[config.mk]
export PLATFORM = sky130hd
export DESIGN_NAME = sba_top
export DESIGN_NICKNAME = d
export VERILOG_FILES = /design/src/hw/sba_pkg.sv /design/src/hw/sba_tick_div.sv /design/src/hw/sba_top.sv
export SDC_FILE = /design/constraint.sdc
export NUM_CORES = 1
export LEC_CHECK = 0
export ABC_AREA = 1
export ABC_CLOCK_PERIOD_IN_PS = 3100
export BUFFER_PORTS_ARGS = -buffer_cell sky130_fd_sc_hd__buf_2
export CORE_MARGIN = 5
export CORE_UTILIZATION = 50
export CTS_CLUSTER_SIZE = 28
export DETAILED_ROUTE_END_ITERATION = 7
export GPL_ROUTABILITY_DRIVEN = 1
export GPL_TIMING_DRIVEN = 0
export HOLD_SLACK_MARGIN = 0.05
export PLACE_DENSITY = 0.72
export SKIP_CTS_REPAIR_TIMING = 1
export SYNTH_ARGS = -nofsm -noshare
export SYNTH_HDL_FRONTEND = slang
export SYNTH_SLANG_ARGS = --single-unit
[constraint.sdc]
create_clock -name hclk -period 3.1 [get_ports hclk]
set_input_delay 0.155 -clock hclk [delete_from_list [all_inputs] [get_ports hclk]]
set_output_delay 0.155 -clock hclk [all_outputs]
set_load 0.1 [all_outputs]
[src/hw/sba_pkg.sv]
// Constants shared by the serial bus arbiter timer design
package sba_pkg;

    // ------------------------------------------------------------------
    // Register byte offsets (low twelve address bits are decoded)
    // ------------------------------------------------------------------
    localparam logic [11:0] SBA_OFS_CTRL = 12'h000;
    localparam logic [11:0] SBA_OFS_DATA = 12'h004;
    localparam logic [11:0] SBA_OFS_CFG  = 12'h008;

    // ------------------------------------------------------------------
    // Control register bit positions
    // ------------------------------------------------------------------
    localparam int SBA_BIT_MODE_HI = 7;
    localparam int SBA_BIT_LOST    = 6;
    localparam int SBA_BIT_MODE_LO = 5;
    localparam int SBA_BIT_CLK_SEL = 4;
    localparam int SBA_BIT_FIN     = 3;
    localparam int SBA_BIT_RUN     = 2;
    localparam int SBA_BIT_OVF     = 1;
    localparam int SBA_BIT_TOP     = 0;

    // ------------------------------------------------------------------
    // Configuration register fields
    // ------------------------------------------------------------------
    localparam int SBA_BIT_SRC   = 0;
    localparam int SBA_PRESC_LSB = 8;

    // ------------------------------------------------------------------
    // Mode codes and reset values
    // ------------------------------------------------------------------
    localparam logic [1:0] SBA_MODE_IDLE = 2'h0;
    localparam logic [1:0] SBA_MODE_MEAS = 2'h1;
    localparam logic [1:0] SBA_MODE_ARB  = 2'h2;
    localparam logic [1:0] SBA_RST_MODE  = 2'h0;
    localparam logic       SBA_RST_CLK   = 1'b0;
    localparam logic       SBA_RST_SRC   = 1'b0;
    localparam logic [7:0] SBA_RST_PRESC = 8'h00;
    localparam logic       SBA_RST_TXD   = 1'b1;
    localparam logic       SBA_RST_RX    = 1'b1;

    // ------------------------------------------------------------------
    // Counter figures and divider terminal counts
    // ------------------------------------------------------------------
    localparam logic [8:0] SBA_CNT_MAX    = 9'h1FF;
    localparam logic [8:0] SBA_SAMPLE_BUS = 9'h038;
    localparam logic [8:0] SBA_SAMPLE_PRE = 9'h008;
    localparam logic [7:0] SBA_BUS_DIV    = 8'h03;
    localparam logic [7:0] SBA_HALF_DIV   = 8'h01;

endpackage

[src/hw/sba_tick_div.sv]
// Enable-pulse divider: one tick per (div + 1) input enables
`timescale 1ns/1ns
module sba_tick_div (
    input  wire logic       hclk,
    input  wire logic       hresetn,
    input  wire logic       en,
    input  wire logic [7:0] div,
    output logic            tick
);

    logic [7:0] cnt_q;
    logic       tick_q;

    // A divisor lowered below the running count wraps at once, no lockup
    always_ff @(posedge hclk or negedge hresetn) begin
        if (!hresetn) begin
            cnt_q  <= 8'h00;
            tick_q <= 1'b0;
        end else begin
            tick_q <= 1'b0;
            if (en) begin
                if (cnt_q >= div) begin
                    cnt_q  <= 8'h00;
                    tick_q <= 1'b1;
                end else begin
                    cnt_q <= cnt_q + 8'h01;
                end
            end
        end
    end

    assign tick = tick_q;

endmodule

[src/hw/sba_top.sv]
// Serial bus arbiter timer: bit time measurement and bus arbitration
`timescale 1ns/1ns
module sba_top (
    input  wire logic        hclk,
    input  wire logic        hresetn,
    input  wire logic        hsel,
    input  wire logic [31:0] haddr,
    input  wire logic [1:0]  htrans,
    input  wire logic        hwrite,
    input  wire logic [2:0]  hsize,
    input  wire logic        hready,
    input  wire logic [31:0] hwdata,
    output logic      [31:0] hrdata,
    output logic             hreadyout,
    output logic             hresp,
    input  wire logic        osc_clk_en,
    input  wire logic        rxd_pin,
    input  wire logic        tx_internal,
    output logic             txd_pin
);

    // ------------------------------------------------------------------
    // Bus slave
    // ------------------------------------------------------------------
    logic        addr_ok;
    logic        dp_wr_q;
    logic        rd_pend_q;
    logic [11:0] dp_addr_q;
    logic [31:0] hrdata_q;
    logic [31:0] rd_mux;
    logic        wr_ctl;
    logic        wr_cfg;

    // Only word transfers exist on this bus, so hsize is not decoded
    assign addr_ok = hsel & hready & htrans[1];
    assign wr_ctl  = dp_wr_q && (dp_addr_q == sba_pkg::SBA_OFS_CTRL);
    assign wr_cfg  = dp_wr_q && (dp_addr_q == sba_pkg::SBA_OFS_CFG);

    always_ff @(posedge hclk or negedge hresetn) begin
        if (!hresetn) begin
            dp_wr_q   <= 1'b0;
            rd_pend_q <= 1'b0;
            dp_addr_q <= 12'h000;
        end else begin
            dp_wr_q   <= addr_ok & hwrite;
            rd_pend_q <= addr_ok & ~hwrite;
            if (addr_ok) begin
                dp_addr_q <= haddr[11:0];
            end
        end
    end

    // Read data is taken one cycle into the data phase, so a read right
    // after a control write already sees the cleared counter, done and overflow flags
    always_ff @(posedge hclk or negedge hresetn) begin
        if (!hresetn) begin
            hrdata_q <= 32'h0000_0000;
        end else if (rd_pend_q) begin
            hrdata_q <= rd_mux;
        end
    end

    assign hrdata    = hrdata_q;
    assign hreadyout = ~rd_pend_q;
    assign hresp     = 1'b0;

    // ------------------------------------------------------------------
    // Software registers
    // ------------------------------------------------------------------
    logic [1:0] mode_q;
    logic       clk_sel_q;
    logic       src_q;
    logic [7:0] presc_q;

    always_ff @(posedge hclk or negedge hresetn) begin
        if (!hresetn) begin
            mode_q    <= sba_pkg::SBA_RST_MODE;
            clk_sel_q <= sba_pkg::SBA_RST_CLK;
        end else if (wr_ctl) begin
            mode_q    <= {hwdata[sba_pkg::SBA_BIT_MODE_HI],
                          hwdata[sba_pkg::SBA_BIT_MODE_LO]};
            clk_sel_q <= hwdata[sba_pkg::SBA_BIT_CLK_SEL];
        end
    end

    always_ff @(posedge hclk or negedge hresetn) begin
        if (!hresetn) begin
            src_q   <= sba_pkg::SBA_RST_SRC;
            presc_q <= sba_pkg::SBA_RST_PRESC;
        end else if (wr_cfg) begin
            src_q   <= hwdata[sba_pkg::SBA_BIT_SRC];
            presc_q <= hwdata[sba_pkg::SBA_PRESC_LSB +: 8];
        end
    end

    // ------------------------------------------------------------------
    // Counter clock enables
    // ------------------------------------------------------------------
    logic bus_tick;
    logic pre_tick;
    logic half_tick;
    logic pre_en;
    logic tick;

    assign pre_en = src_q ? osc_clk_en : 1'b1;
    assign tick   = clk_sel_q ? half_tick : bus_tick;

    sba_tick_div u_bus_div (
        .hclk    (hclk),
        .hresetn (hresetn),
        .en      (1'b1),
        .div     (sba_pkg::SBA_BUS_DIV),
        .tick    (bus_tick)
    );

    sba_tick_div u_pre_div (
        .hclk    (hclk),
        .hresetn (hresetn),
        .en      (pre_en),
        .div     (presc_q),
        .tick    (pre_tick)
    );

    sba_tick_div u_half_div (
        .hclk    (hclk),
        .hresetn (hresetn),
        .en      (pre_tick),
        .div     (sba_pkg::SBA_HALF_DIV),
        .tick    (half_tick)
    );

    // ------------------------------------------------------------------
    // Line sampling
    // ------------------------------------------------------------------
    logic rx_s1_q;
    logic rx_s2_q;
    logic rx_s3_q;
    logic tx_prev_q;
    logic rx_fall;
    logic rx_rise;
    logic tx_rise;
    logic tx_fall;

    always_ff @(posedge hclk or negedge hresetn) begin
        if (!hresetn) begin
            rx_s1_q   <= sba_pkg::SBA_RST_RX;
            rx_s2_q   <= sba_pkg::SBA_RST_RX;
            rx_s3_q   <= sba_pkg::SBA_RST_RX;
            tx_prev_q <= sba_pkg::SBA_RST_TXD;
        end else begin
            rx_s1_q   <= rxd_pin;
            rx_s2_q   <= rx_s1_q;
            rx_s3_q   <= rx_s2_q;
            tx_prev_q <= tx_internal;
        end
    end

    assign rx_fall = rx_s3_q & ~rx_s2_q;
    assign rx_rise = ~rx_s3_q & rx_s2_q;
    assign tx_rise = ~tx_prev_q & tx_internal;
    assign tx_fall = tx_prev_q & ~tx_internal;

    // ------------------------------------------------------------------
    // Counter engine
    // ------------------------------------------------------------------
    logic [8:0] cnt_q;
    logic [8:0] cnt_d;
    logic       run_q;
    logic       run_d;
    logic       smp_q;
    logic       smp_d;
    logic       fin_q;
    logic       ovf_q;
    logic       lost_q;
    logic       fin_set;
    logic       ovf_set;
    logic       lost_set;
    logic [8:0] sample_at;

    assign sample_at = clk_sel_q ? sba_pkg::SBA_SAMPLE_PRE
                                 : sba_pkg::SBA_SAMPLE_BUS;

    always_comb begin
        cnt_d    = cnt_q;
        run_d    = run_q;
        smp_d    = smp_q;
        fin_set  = 1'b0;
        ovf_set  = 1'b0;
        lost_set = 1'b0;
        if (mode_q == sba_pkg::SBA_MODE_MEAS) begin
            if (run_q) begin
                if (clk_sel_q ? rx_rise : rx_fall) begin
                    run_d   = 1'b0;
                    fin_set = 1'b1;
                end else if (tick) begin
                    cnt_d   = cnt_q + 9'h001;
                    ovf_set = (cnt_q == sba_pkg::SBA_CNT_MAX);
                end
            end else if (!fin_q) begin
                // Level start catches a line already low at enable
                if (clk_sel_q ? ~rx_s2_q : rx_fall) begin
                    run_d = 1'b1;
                    cnt_d = 9'h000;
                end
            end
        end else if (mode_q == sba_pkg::SBA_MODE_ARB) begin
            if (lost_q) begin
                run_d = 1'b0;
            end else if (tx_rise) begin
                cnt_d = 9'h000;
                run_d = 1'b1;
                smp_d = 1'b0;
            end else if (tx_fall) begin
                // No low seen at the sample point yet, else the lost flag would be set
                cnt_d = 9'h000;
                run_d = 1'b0;
            end else if (run_q) begin
                if ((cnt_q == sample_at) && !smp_q) begin
                    smp_d    = 1'b1;
                    lost_set = ~rx_s2_q;
                end
                if (tick) begin
                    cnt_d   = cnt_q + 9'h001;
                    ovf_set = (cnt_q == sba_pkg::SBA_CNT_MAX);
                end
            end
        end else begin
            // Idle, and the reserved code, hold the counter cleared
            cnt_d = 9'h000;
            run_d = 1'b0;
            smp_d = 1'b0;
        end
        // Write clears the count last, so a flag set this cycle still lands
        if (wr_ctl) begin
            cnt_d = 9'h000;
            run_d = 1'b0;
            smp_d = 1'b0;
        end
    end

    always_ff @(posedge hclk or negedge hresetn) begin
        if (!hresetn) begin
            cnt_q <= 9'h000;
            run_q <= 1'b0;
            smp_q <= 1'b0;
        end else begin
            cnt_q <= cnt_d;
            run_q <= run_d;
            smp_q <= smp_d;
        end
    end

    // ------------------------------------------------------------------
    // Status flags: a set in the clearing cycle wins
    // ------------------------------------------------------------------
    always_ff @(posedge hclk or negedge hresetn) begin
        if (!hresetn) begin
            fin_q <= 1'b0;
            ovf_q <= 1'b0;
        end else begin
            if (fin_set) begin
                fin_q <= 1'b1;
            end else if (wr_ctl) begin
                fin_q <= 1'b0;
            end
            if (ovf_set) begin
                ovf_q <= 1'b1;
            end else if (wr_ctl) begin
                ovf_q <= 1'b0;
            end
        end
    end

    always_ff @(posedge hclk or negedge hresetn) begin
        if (!hresetn) begin
            lost_q <= 1'b0;
        end else if (lost_set) begin
            lost_q <= 1'b1;
        end else if (wr_ctl && !hwdata[sba_pkg::SBA_BIT_MODE_HI]) begin
            lost_q <= 1'b0;
        end
    end

    // Forcing the pin high hands the line over to the winning node
    logic txd_q;

    always_ff @(posedge hclk or negedge hresetn) begin
        if (!hresetn) begin
            txd_q <= sba_pkg::SBA_RST_TXD;
        end else begin
            txd_q <= tx_internal | lost_q;
        end
    end

    assign txd_pin = txd_q;

    // ------------------------------------------------------------------
    // Read multiplexer
    // ------------------------------------------------------------------
    always_comb begin
        rd_mux = 32'h0000_0000;
        if (dp_addr_q == sba_pkg::SBA_OFS_CTRL) begin
            rd_mux[sba_pkg::SBA_BIT_MODE_HI] = mode_q[1];
            rd_mux[sba_pkg::SBA_BIT_LOST]    = lost_q;
            rd_mux[sba_pkg::SBA_BIT_MODE_LO] = mode_q[0];
            rd_mux[sba_pkg::SBA_BIT_CLK_SEL] = clk_sel_q;
            rd_mux[sba_pkg::SBA_BIT_FIN]     = fin_q;
            rd_mux[sba_pkg::SBA_BIT_RUN]     = run_q;
            rd_mux[sba_pkg::SBA_BIT_OVF]     = ovf_q;
            rd_mux[sba_pkg::SBA_BIT_TOP]     = cnt_q[8];
        end else if (dp_addr_q == sba_pkg::SBA_OFS_DATA) begin
            rd_mux[7:0] = cnt_q[7:0];
        end else if (dp_addr_q == sba_pkg::SBA_OFS_CFG) begin
            rd_mux[sba_pkg::SBA_BIT_SRC]        = src_q;
            rd_mux[sba_pkg::SBA_PRESC_LSB +: 8] = presc_q;
        end
    end

    logic meas_on;
    logic arb_on;
    assign meas_on = (mode_q == sba_pkg::SBA_MODE_MEAS) && !wr_ctl;
    assign arb_on  = (mode_q == sba_pkg::SBA_MODE_ARB) && !wr_ctl;
endmodule

Word-level counts from Yosys, hierarchy flattened:

Cells that the tools add are included.

* output and inout port bits: 35
* bits in registers: 88
* input bits: 77
* logic and storage cells: 150

* equality and inequality tests: 17
* $add $sub $neg: 4
* $lt $le $gt $ge: 3
* reduce and logical (&&, ||, !) cells: 12
* multiplexer cells: 74
* bitwise operators: 15

Operators with widths (number)
* 9-bit 2-to-1 mux: 12
* 8-bit 2-to-1 mux: 7
* 1-bit 2-to-1 mux: 53
* 4-bit != test, second input constant: 7
* 8-bit by 1-bit adder with 8-bit output, second input constant: 3
* 12-bit by 3-bit equality test with 1-bit output, second input constant: 1
* 12-bit by 4-bit equality test with 1-bit output, second input constant: 1
* 12-bit logical NOT: 1
* 6-bit != test, second input constant: 2
* 5-bit AND reduction: 2
* 9-bit by 1-bit adder with 9-bit output, second input constant: 1
* 9-bit by 6-bit equality test with 1-bit output: 1
* 9-bit equality test, second input constant: 1
* 1-bit bitwise AND: 8
* 8-bit by 1-bit >= comparator with 1-bit output, second input constant: 1
* 8-bit by 2-bit >= comparator with 1-bit output, second input constant: 1
* 8-bit >= comparator: 1
* 7-bit 2-to-1 mux: 1
* 6-bit 2-to-1 mux: 1
* 1-bit NOT: 6
* 2-bit nonzero test: 3
* 1-bit logical AND: 4
* 3-bit != test, second input constant: 1
* 2-bit by 1-bit equality test with 1-bit output, second input constant: 1
* other kinds (4): 5

Longest topological paths before layout:

* word-level depth: 11
* gate-level depth with buffers: 11
* gate-level depth less buffers: 11

Hierarchy:

Synthesis repeated with hierarchy kept, for this count alone.

* cell total of the unflattened synthesis: 610
* area total of the unflattened synthesis: 5101.1 µm²

Modules (own cells, without submodules)
* sba_top: cells each 352, times used 1, sequential area each 1532.7 µm², area an instance 3078.0 µm²
* sba_tick_div: cells each 86, times used 3, sequential area each 225.2 µm², area an instance 674.4 µm²

Least setup slack after synthesis:

OpenSTA, ideal clock, no wires.

* kind: register to register
* start point: register rd_pend_q
* end point: register hrdata_q[0] (netlist: hrdata[0])
* cell stages (with the launch flop): 6
* setup time: 70 ps
* required time: 3030 ps
* period minus slack after synthesis: 1916 ps
* arrival time: 1846 ps
* buffers on the path: 2
* slack: 1184 ps
* path through: dfrtp_1 -> buf_2 -> inv_1 -> clkbuf_1 -> nand2_1 -> nand2_1

RTL lines
* start, declared: line sba_top.sv:27 `logic rd_pend_q;`
* start signal, assigned: line sba_top.sv:46 `rd_pend_q <= addr_ok & ~hwrite;`
* end signal, assigned: line sba_top.sv:59 `hrdata_q <= rd_mux;`
* end, declared: line sba_top.sv:29 `logic [31:0] hrdata_q;`

Worst setup path after layout:

* start point: register rd_pend_q
* end point: output hreadyout

* word-level cells in the longest chain between the ends: 1

Ends and longest elaborated chain
* 1-bit NOT: line sba_top.sv:64 `assign hreadyout = ~rd_pend_q;`
* end, declared: line sba_top.sv:14 `output logic hreadyout,`

Every way passes these cells.

==> results.ini <==
[route]
ant_nets = 0
drt_iter0_markers = 117
drc = 0
wl_mm = 8.783
wire_per_inst_um = 12.78
vias_per_cell = 4.852
firstDrtPassIters = 4
vias = 3333

[cts]
clock-sinks = 88
clock_latency_ns = 0.35
cts-htree-levels = 3
cts_tree = done
clk_path_buf_depth = 2
cts-root-buf = clkbuf_8
cts_made_buffers = 9
clk_pin_slew_ns = 0.08

[global_route]
grt_overflow_total = 0
first_global_vias = 3354
grt_usage_pct = 18.20
antenna_found_initial = 0
grt_pass1_wl_mm = 15.00
grt_max_degree = 68

[worst_setup_path]
r2r_setup_slack_ns = 1.39
worstPathRequired_ns = 2.94
path_class = reg2out
worstPathArrival_ns = 1.95
cp-end-kind = output port
worst_setup_path_start_kind = register
crit_fanout = 10
r2r_cells = 8
reg2reg_to = cnt_q[8]
timing.rr.start = cnt_q[0]

[timing]
max_freq_ghz = 0.4761
fin_skew_ns = 0.01116
fin_setup_tns_ns = 0
hold_slack_ns = 0.03858
finalMaxSlewViolations = 0
hold_viol_final = 0
finalWorstPathRequiredPeriod_ns = 2.100
period_share_pct = 67.76
slew_headroom_pct = 63.78
worstMarginPinSlew_ns = 0.5384
final-setup-viol-count = 0
rsz0062_at_grt = false

[placement]
dp_hpwl_mm = 6.466
gp_congestion = 0.9055
io_buffers = 50

[synthesis]
ys_warn_count = 0
yosysTopAreaCell = dfrtp_1
synthTopCellsByCount = nand2_1 (107), dfrtp_1 (83), inv_1 (59)
syn_inst = 473
synth_top_area_share_pct = 48.38
ys_seq_area_share_pct = 51.44
avgSynthCellArea_um2 = 9.076
synth_ff_type = dfrtp_1
ys_types = 36
synth.most_common_cell = nand2_1
synth_edf_count = 0
synth.area.top_cells = dfrtp_1 (48%), nand2_1 (9.4%), inv_1 (5.2%)
async_reset_ff_share_pct = 100.0
syn_area_um2 = 4293
ys_ff_latch = 88

[pwr]
comb_power_share_pct = 18.1
ir_worst_vdd_mv = 0.3702
powerDensity_nw_per_um2 = 533.4
finalPower_mw = 2.791
switching_share_pct = 28.62
p_seq_share_pct = 47.7
p_sw_uw = 798.8
internal_power_mw = 1.992
power_frac_clock_pct = 34.2
p_leak_nw = 2.774

[flow_run]
drv_cap = 0

[finish]
synthToLayoutAreaGrowth_pct = 21.89
drive_above_1_share_pct = 21.82
post-route-util_pct = 63.05
diodes = 0
nets = 670

[min_path]
hold_end = mode_q[1]
hp-class = in2reg
min-delay-start = hwdata[7]
min_path_cells = 3

[outcome]
status = completed

[floorplanning]
die_y_um = 102.7
start_util_pct = 51.73
die_area_um2 = 10540
fp-row-count = 33
die_w_um = 102.7
core_area_um2 = 8299
ioPinCount = 112

[worst max path at each step]
stage               from  cells after the start                  to
2_1_floorplan  rd_pend_q                      5           hrdata[0]
3_3_place_gp     hresetn                      1  u_pre_div.cnt_q[5]
3_5_place_dp   rd_pend_q                      4           hreadyout
4_1_cts        rd_pend_q                      4           hreadyout
5_1_grt        rd_pend_q                      4           hreadyout
6_report       rd_pend_q                      4           hreadyout
[power by group through the flow]
stage / combinational [mW] / clock [mW] / sequential (mW)
CTS: 0.491 / 0.983 / 1.33
global placement: 0.462 / 0 / 1.35
detailed placement: 0.486 / 0 / 1.35
global route: 0.571 / 1.02 / 1.34
finish: 0.506 / 0.954 / 1.33
floorplan: 0.364 / 0 / 1.35
[worst max-delay path, cell delays in order, from the launching register on]
cell	delay, ns
dfrtp_1	0.36
buf_2	0.18
inv_1	0.17
clkbuf_1	0.38
buf_2	0.51
[area by class of cell]
cell class / instances / area, um2
fillers: 698 / 3067
flip-flops and latches: 88 / 2208
multi-input cells: 321 / 1760
repair buffers: 71 / 480.5
inverters: 62 / 235.2
plain buffers: 24 / 171.4
clock buffers: 11 / 141.4
well taps: 105 / 131.4
clock inverters: 5 / 103.9
[state kept, by name, indices dropped and copies added, names as in the netlist, 2 cells and up]
name / cells
mode_q: 2
u_pre_div.cnt_q: 8
presc_q: 8
dp_addr_q: 12
u_half_div.cnt_q: 8
u_bus_div.cnt_q: 8
cnt_q: 9
hrdata: 16
[cells in the final DEF, fill, tap and decap left out, types with 12 or more instances in the layout]
master and count:
nor2_1 45, nand3_1 22, dfrtp_1 83, dlygate4sd3_1 20
nand2_1 107, o21ai_0 20, ha_1 16, conb_1 23
buf_2 51, inv_1 59, buf_4 18, nand4_1 12
[layer usage]
metal | global-route usage (%) | up-vias | part of all wire (%)
met5 | 0 | - | 0
li1 | - | 1690 | -
met3 | 3.383 | 8 | 4.8
met4 | 8.073 | 0 | 1.4
met1 | 22.49 | 1562 | 43
met2 | 31.08 | 73 | 51
[kinds of logic after synthesis]
logic type | share of synthesized area, %
compound gates | 7.578
xor+xnor | 2.040
fa+ha+maj | 4.663
buf+inv | 9.472
flops | 51.44
mux | 3.119
other cells | 0.08735
simple gates | 21.60
[through the flow]
stage	area, um2	setup slack (ns)	instances
after global routing	5233	0.8786	687
final	5233	0.9996	687
after detailed placement	4787	1.342	651
after floorplan	4375	1.184	495
after CTS	5032	0.9531	667
after global placement	4757	1.143	650
Power figures use the tool's default switching activity.
